===== src/rtl/dual_uart_map.svh =====
`ifndef DUAL_UART_MAP_SVH
`define DUAL_UART_MAP_SVH

// Register offsets per port; port 1 adds PORT_STRIDE
`define RX_DATA_OFS      6'h00
`define TX_DATA_OFS      6'h01
`define LINE_CTRL_OFS    6'h02
`define LINE_STAT_OFS    6'h03
`define INT_STAT_OFS     6'h04
`define INT_MASK_OFS     6'h05
`define BAUD_DIV_OFS     6'h06
`define PORT_STRIDE      6'h10

// Line control fields
`define LC_LEN_LSB       0
`define LC_STOP_BIT      2
`define LC_PAR_EN_BIT    3
`define LC_EVEN_BIT      4
`define LC_FORCE_BIT     5
`define LC_BREAK_BIT     6
`define LC_FIFO_EN_BIT   7
`define LC_RESET         8'h00

// Interrupt event bits
`define EV_RX_AVAIL      0
`define EV_TX_EMPTY      1
`define EV_LINE_ERR      2

`define FIFO_DEPTH       32
`define OVERSAMPLE       16
`define BAUD_DIV_RESET   16'h006c

`endif


===== src/rtl/dual_uart_pkg.sv =====
package dual_uart_pkg;
  typedef enum logic [2:0] {
    S_IDLE, S_START, S_DATA, S_PAR, S_STOP
  } ser_state_t;
  typedef logic [7:0] byte_t;
endpackage


===== src/rtl/dual_uart_data_line_control.sv =====
// The register addresses and strobed register access were left to the implementer.
`timescale 1ns/10ps
`include "dual_uart_map.svh"

// What this block does
// - Each receiver converts serial bits into bytes kept in a 32-byte FIFO.
// - Data registers answer both the microcontroller bus and the DMA port.
// - Transmit holding byte moves into a shift register, shifted onto output.
// - Transmit data is write-only, receive data read-only, both reset to zero.
// - Two-bit word length field selects 5, 6, 7 or 8 data bits.
// - Stop select clear: one stop bit; else 1.5 for 5-bit words, 2 otherwise.
// - Parity enable adds a parity bit to each character.
// - Even select chooses even parity when set, odd when clear.
// - Forced parity with even select clear sends constant one.
// - Break control holds serial output low.
// - FIFO enable clear empties the receive FIFO and asserts flow control.
// - FIFO enable set lets the receive FIFO accept characters.
// - Status can interrupt; a mask gates three sources per port.
// - Data moves by DMA normally, or directly by the microcontroller.
// - Line control resets to zero: 5 bits, 1 stop, no parity.
module dual_uart_data_line_control #(
  parameter int DEPTH = `FIFO_DEPTH
) (
  input  wire logic                  core_clk,
  input  wire logic                  arst_n,
  input  wire logic [5:0]            reg_addr,
  input  wire logic [7:0]            reg_wdata,
  input  wire logic                  reg_wr,
  input  wire logic                  reg_rd,
  output      logic [7:0]            reg_rdata,
  input  wire logic [1:0]            dma_rx_rd,
  output      dual_uart_pkg::byte_t  dma_rx_data [2],
  output      logic [1:0]            dma_rx_avail,
  input  wire logic [1:0]            dma_tx_wr,
  input  wire logic [15:0]           dma_tx_data,
  output      logic [1:0]            dma_tx_ready,
  input  wire logic [1:0]            serial_in_pin,
  output      logic [1:0]            serial_out_pin,
  output      logic [1:0]            rx_flow_stop,
  output      logic [1:0]            irq
);
  import dual_uart_pkg::*;

  localparam int AW = $clog2(DEPTH);

  function automatic logic [3:0] data_bits(input logic [1:0] wl);
    data_bits = 4'(wl) + 4'h5;
  endfunction

  function automatic logic par_bit(input logic [7:0] lc, input byte_t d);
    logic       x;
    logic [7:0] m;
    // Parity covers only the data bits sent on the line
    m = d & (8'hff >> (2'd3 - lc[1:0]));
    x = ^m;
    if (lc[`LC_FORCE_BIT]) begin
      par_bit = ~lc[`LC_EVEN_BIT];
    end else begin
      par_bit = lc[`LC_EVEN_BIT] ? x : ~x;
    end
  endfunction

  logic [7:0] rdata_next;

  for (genvar p = 0; p < 2; p++) begin : g_port
    logic [7:0]  line_ctrl_reg;
    logic [2:0]  int_stat_reg, int_mask_reg;
    logic [15:0] baud_div_reg;
    logic [15:0] tick_cnt_reg;
    logic        tick;
    logic [5:0]  ofs;
    logic        sel, wr_lc, wr_tx, wr_st, wr_mk, rd_rx;
    logic        wr_div_lo, wr_div_hi;
    logic [2:0]  sync_reg;
    logic        rx_in;
    byte_t       mem [DEPTH];
    logic [AW:0] wp_reg, rp_reg;
    logic [AW:0] count;
    logic        fifo_full, fifo_empty, pop;
    byte_t       tx_hold_reg;
    logic        tx_hold_full_reg;
    ser_state_t  tx_state_reg;
    byte_t       tx_shift_reg;
    logic [3:0]  tx_bit_reg;
    logic [5:0]  tx_sub_reg;
    logic        tx_par_reg;
    logic        tx_line;
    logic        serial_out_pin_reg;
    ser_state_t  rx_state_reg;
    byte_t       rx_shift_reg;
    logic [3:0]  rx_bit_reg;
    logic [3:0]  rx_sub_reg;
    logic        rx_par_reg;
    logic        push, rx_err, tx_load;
    logic [2:0]  events;
    logic [7:0]  lc;

    assign lc = line_ctrl_reg;
    assign ofs = reg_addr - (p == 0 ? 6'h00 : `PORT_STRIDE);
    assign sel = (p == 0) ? (reg_addr < `PORT_STRIDE)
                          : (reg_addr >= `PORT_STRIDE);
    assign wr_lc = reg_wr && sel && ofs == `LINE_CTRL_OFS;
    assign wr_tx = reg_wr && sel && ofs == `TX_DATA_OFS;
    assign wr_st = reg_wr && sel && ofs == `INT_STAT_OFS;
    assign wr_mk = reg_wr && sel && ofs == `INT_MASK_OFS;
    assign wr_div_lo = reg_wr && sel && ofs == `BAUD_DIV_OFS;
    assign wr_div_hi = reg_wr && sel && ofs == (`BAUD_DIV_OFS + 6'h01);
    assign rd_rx = reg_rd && sel && ofs == `RX_DATA_OFS;

    // Line control, mask and divisor
    always_ff @(posedge core_clk or negedge arst_n) begin
      if (!arst_n) begin
        line_ctrl_reg <= `LC_RESET;
        int_mask_reg  <= 3'h0;
        baud_div_reg  <= `BAUD_DIV_RESET;
      end else begin
        if (wr_lc) line_ctrl_reg <= reg_wdata;
        if (wr_mk) int_mask_reg <= reg_wdata[2:0];
        if (wr_div_lo) baud_div_reg[7:0] <= reg_wdata;
        if (wr_div_hi) baud_div_reg[15:8] <= reg_wdata;
      end
    end

    // Oversample tick at 16x bit rate
    always_ff @(posedge core_clk or negedge arst_n) begin
      if (!arst_n) begin
        tick_cnt_reg <= 16'h0000;
      end else if (tick) begin
        tick_cnt_reg <= 16'h0000;
      end else begin
        tick_cnt_reg <= tick_cnt_reg + 16'h0001;
      end
    end
    assign tick = tick_cnt_reg >= baud_div_reg;

    // Pin synchroniser
    always_ff @(posedge core_clk or negedge arst_n) begin
      if (!arst_n) begin
        sync_reg <= 3'b111;
        rx_in    <= 1'b1;
      end else begin
        sync_reg <= {sync_reg[1:0], serial_in_pin[p]};
        if (sync_reg[1] == sync_reg[2]) rx_in <= sync_reg[2];
      end
    end

    // Receive FIFO
    assign count      = wp_reg - rp_reg;
    assign fifo_full  = count == (AW+1)'(DEPTH);
    assign fifo_empty = count == '0;
    assign pop = (rd_rx || dma_rx_rd[p]) && !fifo_empty;
    always_ff @(posedge core_clk or negedge arst_n) begin
      if (!arst_n) begin
        wp_reg <= '0;
        rp_reg <= '0;
      end else if (!lc[`LC_FIFO_EN_BIT]) begin
        wp_reg <= '0;
        rp_reg <= '0;
      end else begin
        if (push && !fifo_full) wp_reg <= wp_reg + 1'b1;
        if (pop) rp_reg <= rp_reg + 1'b1;
      end
    end
    always_ff @(posedge core_clk) begin
      if (push && !fifo_full && lc[`LC_FIFO_EN_BIT]) begin
        mem[wp_reg[AW-1:0]] <= rx_shift_reg;
      end
    end
    assign dma_rx_data[p] = fifo_empty ? 8'h00 : mem[rp_reg[AW-1:0]];
    assign dma_rx_avail[p] = !fifo_empty;
    assign rx_flow_stop[p] = !lc[`LC_FIFO_EN_BIT];

    // Receiver, samples mid-bit
    always_ff @(posedge core_clk or negedge arst_n) begin
      if (!arst_n) begin
        rx_state_reg <= S_IDLE;
        rx_shift_reg <= 8'h00;
        rx_bit_reg   <= 4'h0;
        rx_sub_reg   <= 4'h0;
        rx_par_reg   <= 1'b0;
        push         <= 1'b0;
        rx_err       <= 1'b0;
      end else begin
        push   <= 1'b0;
        rx_err <= 1'b0;
        if (tick) begin
          rx_sub_reg <= rx_sub_reg + 4'h1;
          case (rx_state_reg)
            S_IDLE: begin
              rx_sub_reg <= 4'h0;
              if (!rx_in) rx_state_reg <= S_START;
            end
            S_START: begin
              if (rx_sub_reg == 4'h7) begin
                rx_sub_reg   <= 4'h0;
                rx_bit_reg   <= 4'h0;
                rx_shift_reg <= 8'h00;
                rx_state_reg <= rx_in ? S_IDLE : S_DATA;
              end
            end
            S_DATA: begin
              if (rx_sub_reg == 4'hf) begin
                rx_shift_reg[rx_bit_reg[2:0]] <= rx_in;
                rx_bit_reg <= rx_bit_reg + 4'h1;
                if (rx_bit_reg == data_bits(lc[1:0]) - 4'h1) begin
                  rx_state_reg <= lc[`LC_PAR_EN_BIT] ? S_PAR : S_STOP;
                end
              end
            end
            S_PAR: begin
              if (rx_sub_reg == 4'hf) begin
                rx_par_reg   <= rx_in;
                rx_state_reg <= S_STOP;
              end
            end
            S_STOP: begin
              if (rx_sub_reg == 4'hf) begin
                rx_state_reg <= S_IDLE;
                push   <= 1'b1;
                rx_err <= !rx_in || (lc[`LC_PAR_EN_BIT] &&
                          rx_par_reg != par_bit(lc, rx_shift_reg));
              end
            end
            default: rx_state_reg <= S_IDLE;
          endcase
        end
      end
    end

    // Transmit holding register
    assign tx_load = tx_state_reg == S_IDLE && tx_hold_full_reg && tick;
    always_ff @(posedge core_clk or negedge arst_n) begin
      if (!arst_n) begin
        tx_hold_reg      <= 8'h00;
        tx_hold_full_reg <= 1'b0;
      end else if (wr_tx || dma_tx_wr[p]) begin
        tx_hold_reg      <= wr_tx ? reg_wdata : dma_tx_data[8*p +: 8];
        tx_hold_full_reg <= 1'b1;
      end else if (tx_load) begin
        tx_hold_full_reg <= 1'b0;
      end
    end
    assign dma_tx_ready[p] = !tx_hold_full_reg;

    // Transmit shifter
    always_ff @(posedge core_clk or negedge arst_n) begin
      if (!arst_n) begin
        tx_state_reg <= S_IDLE;
        tx_shift_reg <= 8'h00;
        tx_bit_reg   <= 4'h0;
        tx_sub_reg   <= 6'h00;
        tx_par_reg   <= 1'b0;
        tx_line      <= 1'b1;
      end else if (tick) begin
        tx_sub_reg <= tx_sub_reg + 6'h01;
        case (tx_state_reg)
          S_IDLE: begin
            tx_line <= 1'b1;
            if (tx_load) begin
              tx_shift_reg <= tx_hold_reg;
              tx_par_reg   <= par_bit(lc, tx_hold_reg);
              tx_line      <= 1'b0;
              tx_sub_reg   <= 6'h00;
              tx_state_reg <= S_START;
            end
          end
          S_START: begin
            if (tx_sub_reg == 6'h0f) begin
              tx_sub_reg   <= 6'h00;
              tx_bit_reg   <= 4'h0;
              tx_line      <= tx_shift_reg[0];
              tx_state_reg <= S_DATA;
            end
          end
          S_DATA: begin
            if (tx_sub_reg == 6'h0f) begin
              tx_sub_reg <= 6'h00;
              tx_bit_reg <= tx_bit_reg + 4'h1;
              if (tx_bit_reg == data_bits(lc[1:0]) - 4'h1) begin
                if (lc[`LC_PAR_EN_BIT]) begin
                  tx_line      <= tx_par_reg;
                  tx_state_reg <= S_PAR;
                end else begin
                  tx_line      <= 1'b1;
                  tx_state_reg <= S_STOP;
                end
              end else begin
                tx_line <= tx_shift_reg[3'(tx_bit_reg + 4'h1)];
              end
            end
          end
          S_PAR: begin
            if (tx_sub_reg == 6'h0f) begin
              tx_sub_reg   <= 6'h00;
              tx_line      <= 1'b1;
              tx_state_reg <= S_STOP;
            end
          end
          S_STOP: begin
            // Stop length in ticks: 16, 24 or 32
            if (tx_sub_reg == (!lc[`LC_STOP_BIT] ? 6'h0f :
                (lc[1:0] == 2'b00 ? 6'h17 : 6'h1f))) begin
              tx_sub_reg   <= 6'h00;
              tx_state_reg <= S_IDLE;
            end
          end
          default: tx_state_reg <= S_IDLE;
        endcase
      end
    end

    always_ff @(posedge core_clk or negedge arst_n) begin
      if (!arst_n) begin
        serial_out_pin_reg <= 1'b1;
      end else begin
        serial_out_pin_reg <= lc[`LC_BREAK_BIT] ? 1'b0 : tx_line;
      end
    end
    assign serial_out_pin[p] = serial_out_pin_reg;

    // Sticky events, set wins over write-one clear
    assign events = {rx_err || (push && fifo_full), tx_load, push};
    always_ff @(posedge core_clk or negedge arst_n) begin
      if (!arst_n) begin
        int_stat_reg <= 3'h0;
      end else begin
        int_stat_reg <= (int_stat_reg & ~(wr_st ? reg_wdata[2:0] : 3'h0))
                        | events;
      end
    end
    assign irq[p] = |(int_stat_reg & int_mask_reg);
  end

  function automatic logic [7:0] port_read(
    input logic [5:0] o, input logic [7:0] lc, input logic [7:0] rx,
    input logic [7:0] ls, input logic [2:0] st, input logic [2:0] mk,
    input logic [15:0] dv);
    case (o)
      `RX_DATA_OFS:            port_read = rx;
      `LINE_CTRL_OFS:          port_read = lc;
      `LINE_STAT_OFS:          port_read = ls;
      `INT_STAT_OFS:           port_read = {5'h00, st};
      `INT_MASK_OFS:           port_read = {5'h00, mk};
      `BAUD_DIV_OFS:           port_read = dv[7:0];
      `BAUD_DIV_OFS + 6'h01:   port_read = dv[15:8];
      default:                 port_read = 8'h00;
    endcase
  endfunction

  always_comb begin
    if (reg_addr < `PORT_STRIDE) begin
      rdata_next = port_read(g_port[0].ofs, g_port[0].line_ctrl_reg,
        dma_rx_data[0], {6'h00, dma_tx_ready[0], dma_rx_avail[0]},
        g_port[0].int_stat_reg, g_port[0].int_mask_reg,
        g_port[0].baud_div_reg);
    end else begin
      rdata_next = port_read(g_port[1].ofs, g_port[1].line_ctrl_reg,
        dma_rx_data[1], {6'h00, dma_tx_ready[1], dma_rx_avail[1]},
        g_port[1].int_stat_reg, g_port[1].int_mask_reg,
        g_port[1].baud_div_reg);
    end
  end

  always_ff @(posedge core_clk or negedge arst_n) begin
    if (!arst_n) begin
      reg_rdata <= 8'h00;
    end else begin
      reg_rdata <= reg_rd ? rdata_next : 8'h00;
    end
  end
endmodule


===== config.mk =====
export PLATFORM = sky130hd
export DESIGN_NAME = dual_uart_data_line_control
export DESIGN_NICKNAME = d
export VERILOG_FILES = /design/src/rtl/dual_uart_pkg.sv /design/src/rtl/dual_uart_data_line_control.sv
export VERILOG_INCLUDE_DIRS = /design/src /design/src/rtl
export SDC_FILE = /design/constraint.sdc
export NUM_CORES = 1
export LEC_CHECK = 0
export BUFFER_PORTS_ARGS = -buffer_cell sky130_fd_sc_hd__buf_2
export CAP_MARGIN = 10
export CORE_MARGIN = 5
export CORE_UTILIZATION = 45
export CTS_CLUSTER_SIZE = 30
export DETAILED_ROUTE_END_ITERATION = 6
export SYNTH_ARGS = -nofsm -noshare
export SYNTH_HDL_FRONTEND = slang
export SYNTH_SLANG_ARGS = --single-unit

===== constraint.sdc =====
create_clock -name core_clk -period 5.3 [get_ports core_clk]
set_input_delay 1.06 -clock core_clk [delete_from_list [all_inputs] [get_ports core_clk]]
set_output_delay 1.06 -clock core_clk [all_outputs]
set_load 0.01 [all_outputs]

==> summary by stage, run 1 <==
Power
The worst-case IR drop observed on VDD is 0.0003315 V. The power density over the cells is 371.4 nW/um^2. The cell leakage power is 12.68 nW. The total power is 13.98 mW.

Yosys
The synthesized netlist net count is around 2500. The fraction of registers with async set or reset after synthesis is 0.3210. Of the synthesized area, sequential elements account for 0.6360. The post-synthesis instance area is approximately 34000 um^2. The number of standard cells after synthesis is around 2400. The commonest register cell after synthesis is edfxtp_1. The average cell area after synthesis is between 10 and 15 um^2.

The number of synthesized register bits is 754. Counting flops with a built-in enable in the synthesized netlist gives 512. The count of different cell masters after synthesis is 85. Yosys printed 0 warnings.

Worst setup path
The critical-path maximum fanout is 44. The slack of the worst reg-to-reg path is between 1 and 1.5 ns. The cell that appears most often on the critical path is mux4_2. The library cell contributing the largest single delay on the critical path is dfrtp_4. In this run the critical register-to-register path is captured at g_port[1].mem[1][2]. The worst-case reg-to-reg path depth is 9. The endpoint arrival time on the critical path is 3.65 ns. The required time at the worst-slack endpoint is 4.24 ns. Traced cell by cell, the critical path runs through buf_12 > mux4_2 > mux4_2 > mux2i_1 > nor2_1 > buf_2. The critical path start-end classification is reg2out. The largest stage delay on the critical path is ~0.76 ns.

The startpoint type of the worst setup path is a register. In this run the critical register-to-register path is launched from g_port[1].rp_reg[4]. The endpoint type of the worst setup path is an output port.

Flow run
The count of maximum capacitance violations is 0.

Floorplan
The area inside the core boundary is 74450 um^2. For this configuration, the core starts out at a cell density of 0.4531. The number of top-level pins is 74. The width of the die is between 200 and 300 um. The floorplan row count is 100.

The die is 283.8 um tall. The die covers between 80000 and 90000 um^2.

Timing
The remaining max-slew budget at the tightest pin is 0.1985. The clock arrives with 0.02192 ns of skew. In the finished design, the share of the clock period the worst path needs comes to 0.8893.

The number of hold violations in the final report was 0. Adding up every negative setup slack in the final design gives 0 ns. The final count of pins violating max slew is 0. The final setup violation count is 0.

The routed design could run at a clock period as short as around 4.7 ns. Setup repair after global routing left no endpoint under its margin. The actual slew at the worst max-slew pin is 1.202 ns. The maximum operating frequency is 212.2 MHz.

Clocking
The clock tree from TritonCTS is built. After clock tree synthesis, the setup repair step added 0 buffers. The clock-pin transition on the worst setup and hold timing paths is 0.06 ns.

At the later pin of the worst-skew pair, clock insertion delay measures approximately 0.63 ns. The clock sink count is 754. The hold buffer count at cts is 0. The deepest level of the CTS H-tree is 3. The tree is rooted in a clkbuf_16. Once the clock tree was built, the resizer swapped 0 gates to a different size. The maximum root-to-sink buffer count is 3. The number of CTS-inserted buffers is 78.

Worst hold path
The startpoint identified for the worst hold timing path is g_port[0].sync_reg[0]. The hold path depth is 0. The worst-case hold path end point is g_port[0].sync_reg[1].

The type of the most critical hold path is reg2reg.

Global route
Global routing finished with a remaining overflow of 0. The overall track demand over capacity in global routing is 0.2039. For met2 alone, demand over resource in global routing was 0.3240. The global routing met3 resource utilization is 0.03767. The via count of the first global-routing pass is 20900. The wire length of the first global-routing pass is approximately 130000 um.

For this run, global-route usage on met1 was measured as 0.2925. After global routing, the most crowded layer is met2. The initial antenna violation count was 6. The maximum number of pins on one net before global-route repair is about 100.

Placement
The number of instances in the placed design is approximately 3400. The congestion estimate from routability-driven global placement came to a little under 0.9. The half-perimeter wire length after placement is 54760 um.

The placed instances occupy a cell area of 35090 um^2. Buffers placed on the I/O ports in this run total 73.

Drt
The first-pass iteration count of the detailed router is 7. In the final routed layout, each cell accounts on average for 23.28 um. Using the TritonRoute via totals, the vias-per-cell ratio works out to 5.877.

The detail route stage leaves a number of antenna-violating nets equal to 0. The total via count in the routed design is approximately 21000. After detailed routing, the total wire length is 82410 um. The detailed router finished its first iteration with about 2100 violations. After detailed routing, the number of remaining DRC violations is 1.

Layout
The filler cells instantiated in the layout total 6281. The layout overhead on the synthesized area is 11.56%. The utilization of the core after routing is 0.5055. Summing all non-filler instances in the final layout gives an area of 37630 um^2. The register with the most flip-flops in the layout has around 510 of them. The register area is 21470 um^2. For this run, the number of standard cells in the final layout without fillers is 3540. The total number of nets in the final design is 2609.

Of the cells placed in the final design, the portion with a size suffix greater than 1 is 0.1654. The multi-input combinational cells in the finished layout cover a total of roughly 11000 um^2.

Run status
The flow ran to the end, but the final reports show violations. The checks that failed: design-rule violations.
-- final cells by class --
cell class | count | area share
sequential | 754 | 0.5704
multi-input combinational | 1490 | 0.3048
clock buffer | 97 | 0.05429
tap | 969 | 0.03222
timing repair buffer | 109 | 0.01848
clock inverter | 45 | 0.01233
inverter | 74 | 0.007381
antenna | 2 | 0.0001330
-- critical path, delay by kind of cell, from the launching register on --
family                 cells  cell delay [ns]
and+or+nand+nor            1             0.08
buffers and inverters      2             0.52
DFF                        1             0.76
muxes                      3             1.61
-- routing by layer --
metal / routed length (um) / part of all wire / up-vias
li1: - / - / 9386
met1: 36120 / 0.44 / 10540
met2: 38590 / 0.47 / 719
met3: 5549 / 0.067 / 150
met4: 2116 / 0.026 / 4
met5: 34 / 0.00041 / -
-- cell families (layout without fill, tap and decap cells) --
group / Yosys count / count (layout) / share of synthesized area
and+or+nand+nor: 702 / 702 / 0.09743
adders and majority gates: 64 / 64 / 0.02359
xor gates and xnor gates: 79 / 79 / 0.02051
other: 0 / 2 / 0
AOI/OAI and AO/OA: 372 / 372 / 0.07336
muxes: 273 / 273 / 0.1248
buffers and inverters: 187 / 325 / 0.02426
DFF: 754 / 754 / 0.6360
-- power breakdown --
part | internal (mW) | leakage, nW | switching, mW
Clock | 3.11 | 1.22 | 2.31
Combinational | 0.790 | 4.82 | 1.18
Sequential | 6.36 | 6.64 | 0.231
Total | 10.3 | 12.7 | 3.71
-- metrics by stage --
stage / hold WS (ns) / worst slack, ns
2_1_floorplan: 0.3452 / 1.250
3_3_place_gp: 0.3525 / 1.268
3_5_place_dp: 0.3491 / 1.261
4_1_cts: 0.3574 / 0.5628
5_1_grt: 0.3641 / 0.3893
6_report: 0.3529 / 0.5869
-- cells in the mapped netlist, drive strengths merged, types with 19 or more instances --
cell    number  share of area
a21oi       64         0.0095
a22oi       25         0.0056
and3        19         0.0035
buf         47         0.0086
clkbuf      66         0.0074
dfrtp      222           0.16
dfstp       20          0.016
edfxtp     512           0.46
ha          62          0.023
inv         68         0.0076
mux2        49          0.016
mux2i      111          0.033
mux4       113          0.076
nand2      233          0.026
nand3       74          0.011
nand4       20         0.0037
nor2       201          0.022
nor2b       20         0.0037
nor3        32         0.0049
o21ai      111          0.017
xnor2       44          0.011
xor2        35         0.0091
-- cells in the final DEF, fill, tap and decap left out, drive strengths merged, types with 11 or more instances in the layout --
master / synthesis / final
mux2i: 111 / 111
a31oi: 11 / 11
dfrtp: 222 / 222
a21o: 17 / 17
xnor2: 44 / 44
nand3b: 13 / 13
a22oi: 25 / 25
and2: 14 / 14
mux2: 49 / 49
o211ai: 17 / 17
nor2b: 20 / 20
inv: 68 / 75
buf: 47 / 108
ha: 62 / 62
clkbuf: 66 / 97
nor3: 32 / 32
or3: 11 / 11
nor2: 201 / 201
nand2: 233 / 233
nand4: 20 / 20
clkinv: 6 / 34
o21ai: 111 / 111
edfxtp: 512 / 512
nor4: 11 / 11
o21a: 11 / 11
nand2b: 16 / 16
dfstp: 20 / 20
nand3: 74 / 74
a211o: 11 / 11
mux4: 113 / 113
and3: 19 / 19
xor2: 35 / 35
a21oi: 64 / 64
o31ai: 13 / 13
-- how the worst max path moves through the flow --
stage / start / endpoint / slack, ns / depth (start not counted)
2_1_floorplan: g_port[0].rp_reg[4] / dma_rx_data[8] / 1.25 / 12
3_3_place_gp: g_port[0].rp_reg[0] / dma_rx_data[13] / 1.27 / 6
3_5_place_dp: g_port[1].rp_reg[4] / g_port[1].mem[1][2] / 1.26 / 9
4_1_cts: g_port[0].rp_reg[0] / dma_rx_data[13] / 0.56 / 6
5_1_grt: g_port[0].rp_reg[0] / dma_rx_data[13] / 0.39 / 6
6_report: g_port[0].rp_reg[0] / dma_rx_data[13] / 0.59 / 6
Note: power is estimated with default switching activity, not from simulation.
==> inputs of run 2 (changes only) <==
--- a/config.mk
+++ b/config.mk
@@ -10,6 +10,7 @@
 export CAP_MARGIN = 10
 export CORE_MARGIN = 5
 export CORE_UTILIZATION = 45
+export CTS_BUF_LIST = sky130_fd_sc_hd__clkbuf_8
 export CTS_CLUSTER_SIZE = 30
 export DETAILED_ROUTE_END_ITERATION = 6
 export SYNTH_ARGS = -nofsm -noshare
==> run 2 against run 1 <==
  * The flow now finishes without violations
  * Largest power group unchanged
  * Largest cell class unchanged
  * Flip-flop and latch count did not move
  * Highest routed layer unchanged
  * Critical path type unchanged
  * Clock skew rose by 0.013 ns
  * Sequential power barely moved
==> summary by stage, run 2 (synthesis gave the netlist of run 1 again) <==
Run status
The run finished with clean final reports.

Timing
The post-route worst hold slack came to 0.3571 ns (+0.004143 ns). The actual slew at the worst max-slew pin is 1.244 ns (+0.04202 ns). The number of hold violations in the final report is 0 (unchanged). The clock period minus final worst setup slack is 4.849 ns (+0.1355 ns). The final worst-path cycle share is 0.9148 (+0.02557). Setup repair after global routing left no endpoint under its margin. The remaining max-slew budget at the tightest pin came to 0.1704 (-0.02801). The final setup violation count is 0 (unchanged). The worst-case clock skew is 0.03503 ns (+0.01311 ns).

The final count of pins violating max slew is 0 (unchanged). The setup total negative slack is 0 ns (unchanged). The maximum operating frequency is 206.2 MHz (-2.8%).

Worst setup path
The required time at the worst-slack endpoint was 4.24 ns (about the same). The startpoint type of the worst setup path is a register. The worst-case reg-to-reg path depth is 9 (unchanged). The endpoint type of the worst setup path is an output port. The endpoint arrival time on the critical path is 3.79 ns (+0.14 ns). The critical-path maximum fanout is 44 (unchanged).

By startpoint and endpoint, the worst setup path is classified as reg2out.

Drt
The routed wirelength normalized by instance count was 22.85 um (-1.8%). The routed wire length was 82640 um (+0.29%). The total via count in the routed design was 20950 (+0.71%). The final antenna-violating net count is 0 (unchanged).

The first-pass iteration count of the detailed router is 5 (-2). The per-cell via count in the routed design is 5.794 (-1.4%). The DRC marker count from the first detailed-route iteration came to 1914 (-7.9%). The number of DRC violations after detailed routing is 0 (-1).

Clocking
The count of cells resized by post-cts repair is 0 (unchanged). The number of CTS-inserted buffers is 117 (+50%). The clock tree from TritonCTS is built. The clock sink count is 754 (unchanged). The clock root buffer is clkbuf_8. The maximum root-to-sink buffer count is 3 (unchanged). The hold buffer count at cts is 0 (unchanged).

The latest clock arrival within the worst-skew pair is 0.73 ns (+0.10 ns). The clock-pin transition on the worst setup and hold timing paths was 0.06 ns (about the same). The deepest level of the CTS H-tree is 3 (unchanged). The buffers inserted during post-CTS setup optimization is 0 (unchanged).

Floorplan
The width of the die is 283.8 um (unchanged). The floorplan row count came to 100 (unchanged). The vertical extent of the die is 283.8 um (unchanged). The die area is 80540 um^2 (unchanged).

The number of top-level pins is 74 (unchanged). The starting density of the core is 0.4531 (unchanged). The area inside the core boundary was 74450 um^2 (unchanged).

Global route
The wire length of the first global-routing pass is 128900 um (+0.15%). The total global routing overflow was 0 (unchanged). The overall track demand over capacity in global routing was 0.2041 (about the same). The via count of the first global-routing pass is 21130 (+1.1%). The maximum number of pins on one net before global-route repair is 101 (unchanged).

The initial antenna violation count is 7 (+1).

Power
The cell leakage power is 12.78 nW (+0.79%). The highest ir drop seen on vdd is 0.0002073 V (-37%). The power density over the cells is 353.6 nW/um^2 (-4.8%). The total power was 13.22 mW (-5.4%).

Layout
From synthesis to final layout, the design area changed by 10.84%. The commonest non-fill, non-tap cell in the layout is edfxtp_1. The fraction of layout cells with a size suffix above 1 is 0.1751 (+0.009679). The final non-filler cell total is 3616 (+2.1%). In the layout the commonest cells are edfxtp_1 (512), nand2_1 (233), dfrtp_1 (218). The layout filler cell count came to 6348 (+1.1%). The flip-flop count of the largest register, all copies and words added is 512 (unchanged). The total number of nets in the final design is 2648 (+1.5%).

The final non-filler cell area is 37390 um^2 (-0.65%).

Placement
The number of instances in the placed design was 3394 (unchanged). The cell area after placement is 35090 um^2 (unchanged). The global placement routability congestion is 0.8885 (unchanged). The number of input and output port buffers inserted is 73 (unchanged). The half-perimeter wire length after placement is 54760 um (unchanged).

Flow run
The count of maximum capacitance violations is 0 (unchanged).

Worst hold path
The tightest min-delay check is of the in2async type.
[run 2: cell types whose count changed in the layout (fill, tap and decap cells not counted), sizes merged]
cell,delta
clkinv,+5
clkinvlp,+1
inv,+41
diode,+1
bufinv,-3
clkbuf,+31
[run 2: area by class of cell]
cell class,instances,area (um^2),share of cell area
sequential,754,21470,0.5741
clock inverter,89,499.2,0.01335
inverter,74,277.8,0.007429
timing repair buffer,109,695.7,0.01861
multi-input combinational,1490,11470,0.3068
tap,969,1212,0.03243
antenna,3,7.507,0.0002008
clock buffer,128,1762,0.04712
[run 2: per-stage QoR]
step	worst slack, ns	util
final	0.4514	0.5023
after global routing	0.2660	0.5022
after CTS	0.4430	0.5018
after detailed placement	1.261	0.4714
after global placement	1.268	0.4714
after floorplan	1.250	-
[run 2: critical path, cell delays in order, from the launching register on]
cell and delay, ns:
dfrtp_4 0.76, buf_12 0.36, mux4_2 0.60, mux4_2 0.50, mux2i_1 0.53, nor2_1 0.08, buf_2 0.17
[run 2: report_power, final]
| group | total (mW) | switching (mW) | internal [mW] | leakage [nW] |
|---|---|---|---|---|
| Combinational | 1.96 | 1.17 | 0.790 | 4.82 |
| Clock | 4.67 | 2.25 | 2.41 | 1.32 |
| Sequential | 6.59 | 0.230 | 6.36 | 6.64 |
[run 2: final timing paths]
check                                           start                       end  slack, ns
worst min-delay path                           arst_n   g_port[1].rx_sub_reg[0]       0.36
min in group core_clk           g_port[0].sync_reg[0]     g_port[0].sync_reg[1]       0.36
worst max register to register    g_port[1].rp_reg[4]      g_port[1].mem[21][6]       1.20
worst min register to register  g_port[0].sync_reg[0]     g_port[0].sync_reg[1]       0.36
worst max-delay path              g_port[0].rp_reg[0]           dma_rx_data[13]       0.45
max in group asynchronous                      arst_n  g_port[1].tx_hold_reg[5]       3.67
[run 2: layer usage]
| metal | wire (um) | part of all wire | vias to the layer above | track usage |
|---|---|---|---|---|
| met2 | 39100 | 0.47 | 770 | 0.3253 |
| met3 | 5873 | 0.071 | 127 | 0.03984 |
| met4 | 1721 | 0.021 | 4 | 0.05017 |
| li1 | - | - | 9457 | - |
| met1 | 35920 | 0.43 | 10590 | 0.2920 |
| met5 | 34 | 0.00041 | - | 0 |
==> inputs of run 3 (changes only) <==
==> constraint.sdc (replaced) <==
create_clock -name core_clk -period 4.3 [get_ports core_clk]
set_input_delay 0.86 -clock core_clk [delete_from_list [all_inputs] [get_ports core_clk]]
set_output_delay 0.86 -clock core_clk [all_outputs]
set_load 0.01 [all_outputs]
==> run 3 against run 2 <==
  * Non-clock buffer count increased by 63
  * First-iteration DRC count shrank 6.8%
  * Clock skew is 0.0047 ns higher
==> summary by stage, run 3 (synthesis gave the netlist of run 1 again) <==
Run status
The flow ran to the end, and the final reports show no timing, DRC or antenna violations.

Power
The part of the power in registers is 0.478 (-0.021). The power spent charging and discharging nets was 4.621 mW (+27%). The switching power share of the total is 0.2741 (-0.002153). The clock share of power came to 0.369 (+0.016).

The internal power was 12.24 mW (+28%). The power density over the cells is 442.6 nW/um^2 (+25%). The share of power burned in combinational logic is 0.153 (+0.005).

The highest ir drop seen on vdd is 0.0003097 V (+49%). The cell leakage power came to 13.19 nW (+3.2%).

Worst setup path
The worst setup path is captured at an output port. The worst setup path is launched from a register. The critical path start-end classification is reg2out. The combined buffer and inverter count along the critical path is 2 (unchanged).

The largest stage delay on the critical path is 0.52 ns (-0.24 ns). The required time at the worst-slack endpoint is 3.44 ns (-0.80 ns). On the critical path, the stage with the largest delay is an instance of or4_4. Broken down by cell family, the worst path's largest delay share belongs to simple AND/OR/NAND/NOR gates. The endpoint arrival time on the critical path is 3.30 ns (-0.49 ns). The critical-path maximum fanout came to 13 (-70%). The signal on the critical path passes through ha_1 > nor2b_1 > o21a_1 > or4_4 > a211oi_4 > and2_4 > inv_1 > and2_1 > buf_2.

Drt
The routed wirelength normalized by instance count came to 22.71 um (-0.63%). The per-cell via count in the routed design was 5.738 (-0.96%). The number of DRC violations after detailed routing is 0 (unchanged). The final antenna-violating net count is 0 (unchanged). The total via count in the routed design came to 21140 (+0.91%).

The first-pass iteration count of the detailed router is 7 (+2). The routed wire length is 83670 um (+1.2%). The DRC marker count from the first detailed-route iteration is 1784 (-6.8%).

Floorplan
The width of the die is 283.8 um (unchanged). The starting density of the core is 0.4531 (unchanged). The die area was 80540 um^2 (unchanged). The area inside the core boundary is 74450 um^2 (unchanged). The number of top-level pins is 74 (unchanged). The vertical extent of the die is 283.8 um (unchanged).

The floorplan row count is 100 (unchanged).

Timing
Setup repair after global routing could not meet its margin everywhere. The final setup violation count is 0 (unchanged). The remaining max-slew budget at the tightest pin is 0.2454 (+0.07497). The worst-case clock skew is 0.03970 ns (+0.004670 ns). Static timing analysis puts the maximum clock frequency at 240.2 MHz. The number of hold violations in the final report is 0 (unchanged). The worst path in the final design needs a cycle of 4.162 ns, including I/O delays and setup. The post-route worst hold slack is 0.2128 ns (-0.1443 ns).

The final worst-path cycle share is 0.9680. The actual slew at the worst max-slew pin is 1.132 ns (-0.1125 ns). The final count of pins violating max slew is 0 (unchanged).

Worst hold path
The min-delay analysis places its worst path in the category in2async.

Clocking
The buffers inserted during post-CTS setup optimization was 0 (unchanged). The number of CTS-inserted buffers was 119 (+1.7%). TritonCTS built the clock tree.

The clock root buffer is clkbuf_8. The deepest level of the CTS H-tree came to 3 (unchanged). The hold buffer count at cts is 0 (unchanged). The latest clock arrival within the worst-skew pair is 0.73 ns (about the same).

The clock-pin transition on the worst setup and hold timing paths is 0.06 ns (about the same). The clock sink count is 754 (unchanged). The maximum root-to-sink buffer count is 3 (unchanged).

Flow run
The count of maximum capacitance violations is 0 (unchanged).

Placement
The global placement routability congestion is 0.9393 (+5.7%). The half-perimeter wire length after placement is 56090 um (+2.4%). The number of input and output port buffers inserted came to 73 (unchanged).

The number of instances in the placed design came to 3459 (+1.9%).

Layout
The final non-filler cell total is 3684 (+1.9%). The library cell used most frequently in the layout, excluding fill and tap cells, is edfxtp_1. The total number of nets in the final design is 2713 (+2.5%).

The layout filler cell count is 6256 (-1.4%). The fraction of layout cells with a size suffix above 1 is 0.2032 (+0.02806). The top cell types in the final layout, fill and taps aside, are edfxtp_1 (512), nand2_1 (233), dfrtp_1 (216). The flip-flop count of the largest register, all copies and words added is 512 (unchanged). The area growth from synthesis to layout is 12.93%.

Global route
The maximum number of pins on one net before global-route repair is 120 (+19%). The wire length of the first global-routing pass came to 129100 um (+0.21%). The overall track demand over capacity in global routing is 0.2055 (+0.001446). The via count of the first global-routing pass came to 21330 (+0.95%). The total global routing overflow is 0 (unchanged). The initial antenna violation count is 6 (-1).
## run 3: changes by cell type in the layout (fill, tap and decap cells not counted), sizes merged
| cell | previous run | this run |
|---|---|---|
| dlymetal6s2s | 1 | 0 |
| buf | 108 | 172 |
| inv | 116 | 104 |
| clkinv | 39 | 44 |
| clkbuf | 128 | 139 |
| bufinv | 4 | 7 |
| clkinvlp | 4 | 2 |
## run 3: worst paths after layout
| path | startpoint | endpoint | slack [ns] | cells after the start |
|---|---|---|---|---|
| setup reg to reg | g_port[1].rp_reg[1] | g_port[1].mem[29][1] | 0.82 | 9 |
| hold reg to reg | g_port[1].sync_reg[0] | g_port[1].sync_reg[1] | 0.36 | 0 |
| max in group asynchronous | arst_n | g_port[0].baud_div_reg[5] | 3.04 | 2 |
| setup / recovery | g_port[0].wp_reg[1] | dma_rx_data[8] | 0.14 | 9 |
| min in group core_clk | serial_in_pin[1] | g_port[1].sync_reg[0] | 0.23 | 1 |
| hold / removal | arst_n | g_port[1].tx_bit_reg[3] | 0.21 | 1 |
## run 3: final cells by class
| class | count | area (um^2) | share of cell area |
|---|---|---|---|
| sequential | 754 | 21470 | 0.5635 |
| multi-input combinational | 1490 | 11490 | 0.3017 |
| clock buffer | 139 | 1913 | 0.05022 |
| tap | 969 | 1212 | 0.03182 |
| timing repair buffer | 172 | 1169 | 0.03068 |
| clock inverter | 83 | 555.5 | 0.01458 |
| inverter | 74 | 277.8 | 0.007291 |
| antenna | 3 | 7.507 | 0.0001971 |
## run 3: timing repair
action                     4_1_cts  5_1_grt
resized for setup                3        8
pin swaps                        0        0
cloned                           0        0
setup endpoints to repair        3        5
## run 3: routing by layer
metal	share of wire	GRT usage
met5	0.00042	0
met4	0.026	0.05989
met3	0.078	0.05558
met2	0.46	0.3105
met1	0.44	0.2950
## run 3: metrics by stage
| stage | power, mW | setup slack, ns | utilization | instance area (um^2) | TNS [ns] |
|---|---|---|---|---|---|
| final | 16.86 | 0.1376 | 0.5117 | 38100 | 0 |
| after global routing | 17.58 | -0.03077 | 0.5117 | 38090 | -0.03077 |
| after CTS | 16.98 | 0.06307 | 0.5112 | 38060 | 0 |
| after detailed placement | 10.75 | 0.6998 | 0.4780 | 35580 | 0 |
| after global placement | 10.70 | 0.2996 | 0.4779 | 35580 | 0 |
| after floorplan | 9.938 | 0.4500 | - | 33730 | 0 |
## run 3: worst register-to-register path, delay by kind of cell, from the launching register on
family / cells / cell delay (ns)
AOI/OAI and AO/OA: 3 / 0.79
adders and majority gates: 1 / 0.29
DFF: 1 / 0.40
buffers and inverters: 1 / 0.18
and+or+nand+nor: 4 / 1.47
## run 3: power groups by stage
stage / Sequential (mW) / Combinational, mW / Clock (mW)
2_1_floorplan: 8.07 / 1.87 / 0
5_1_grt: 8.07 / 2.79 / 6.72
3_5_place_dp: 8.19 / 2.56 / 0
6_report: 8.05 / 2.58 / 6.23
3_3_place_gp: 8.19 / 2.51 / 0
4_1_cts: 8.05 / 2.57 / 6.37
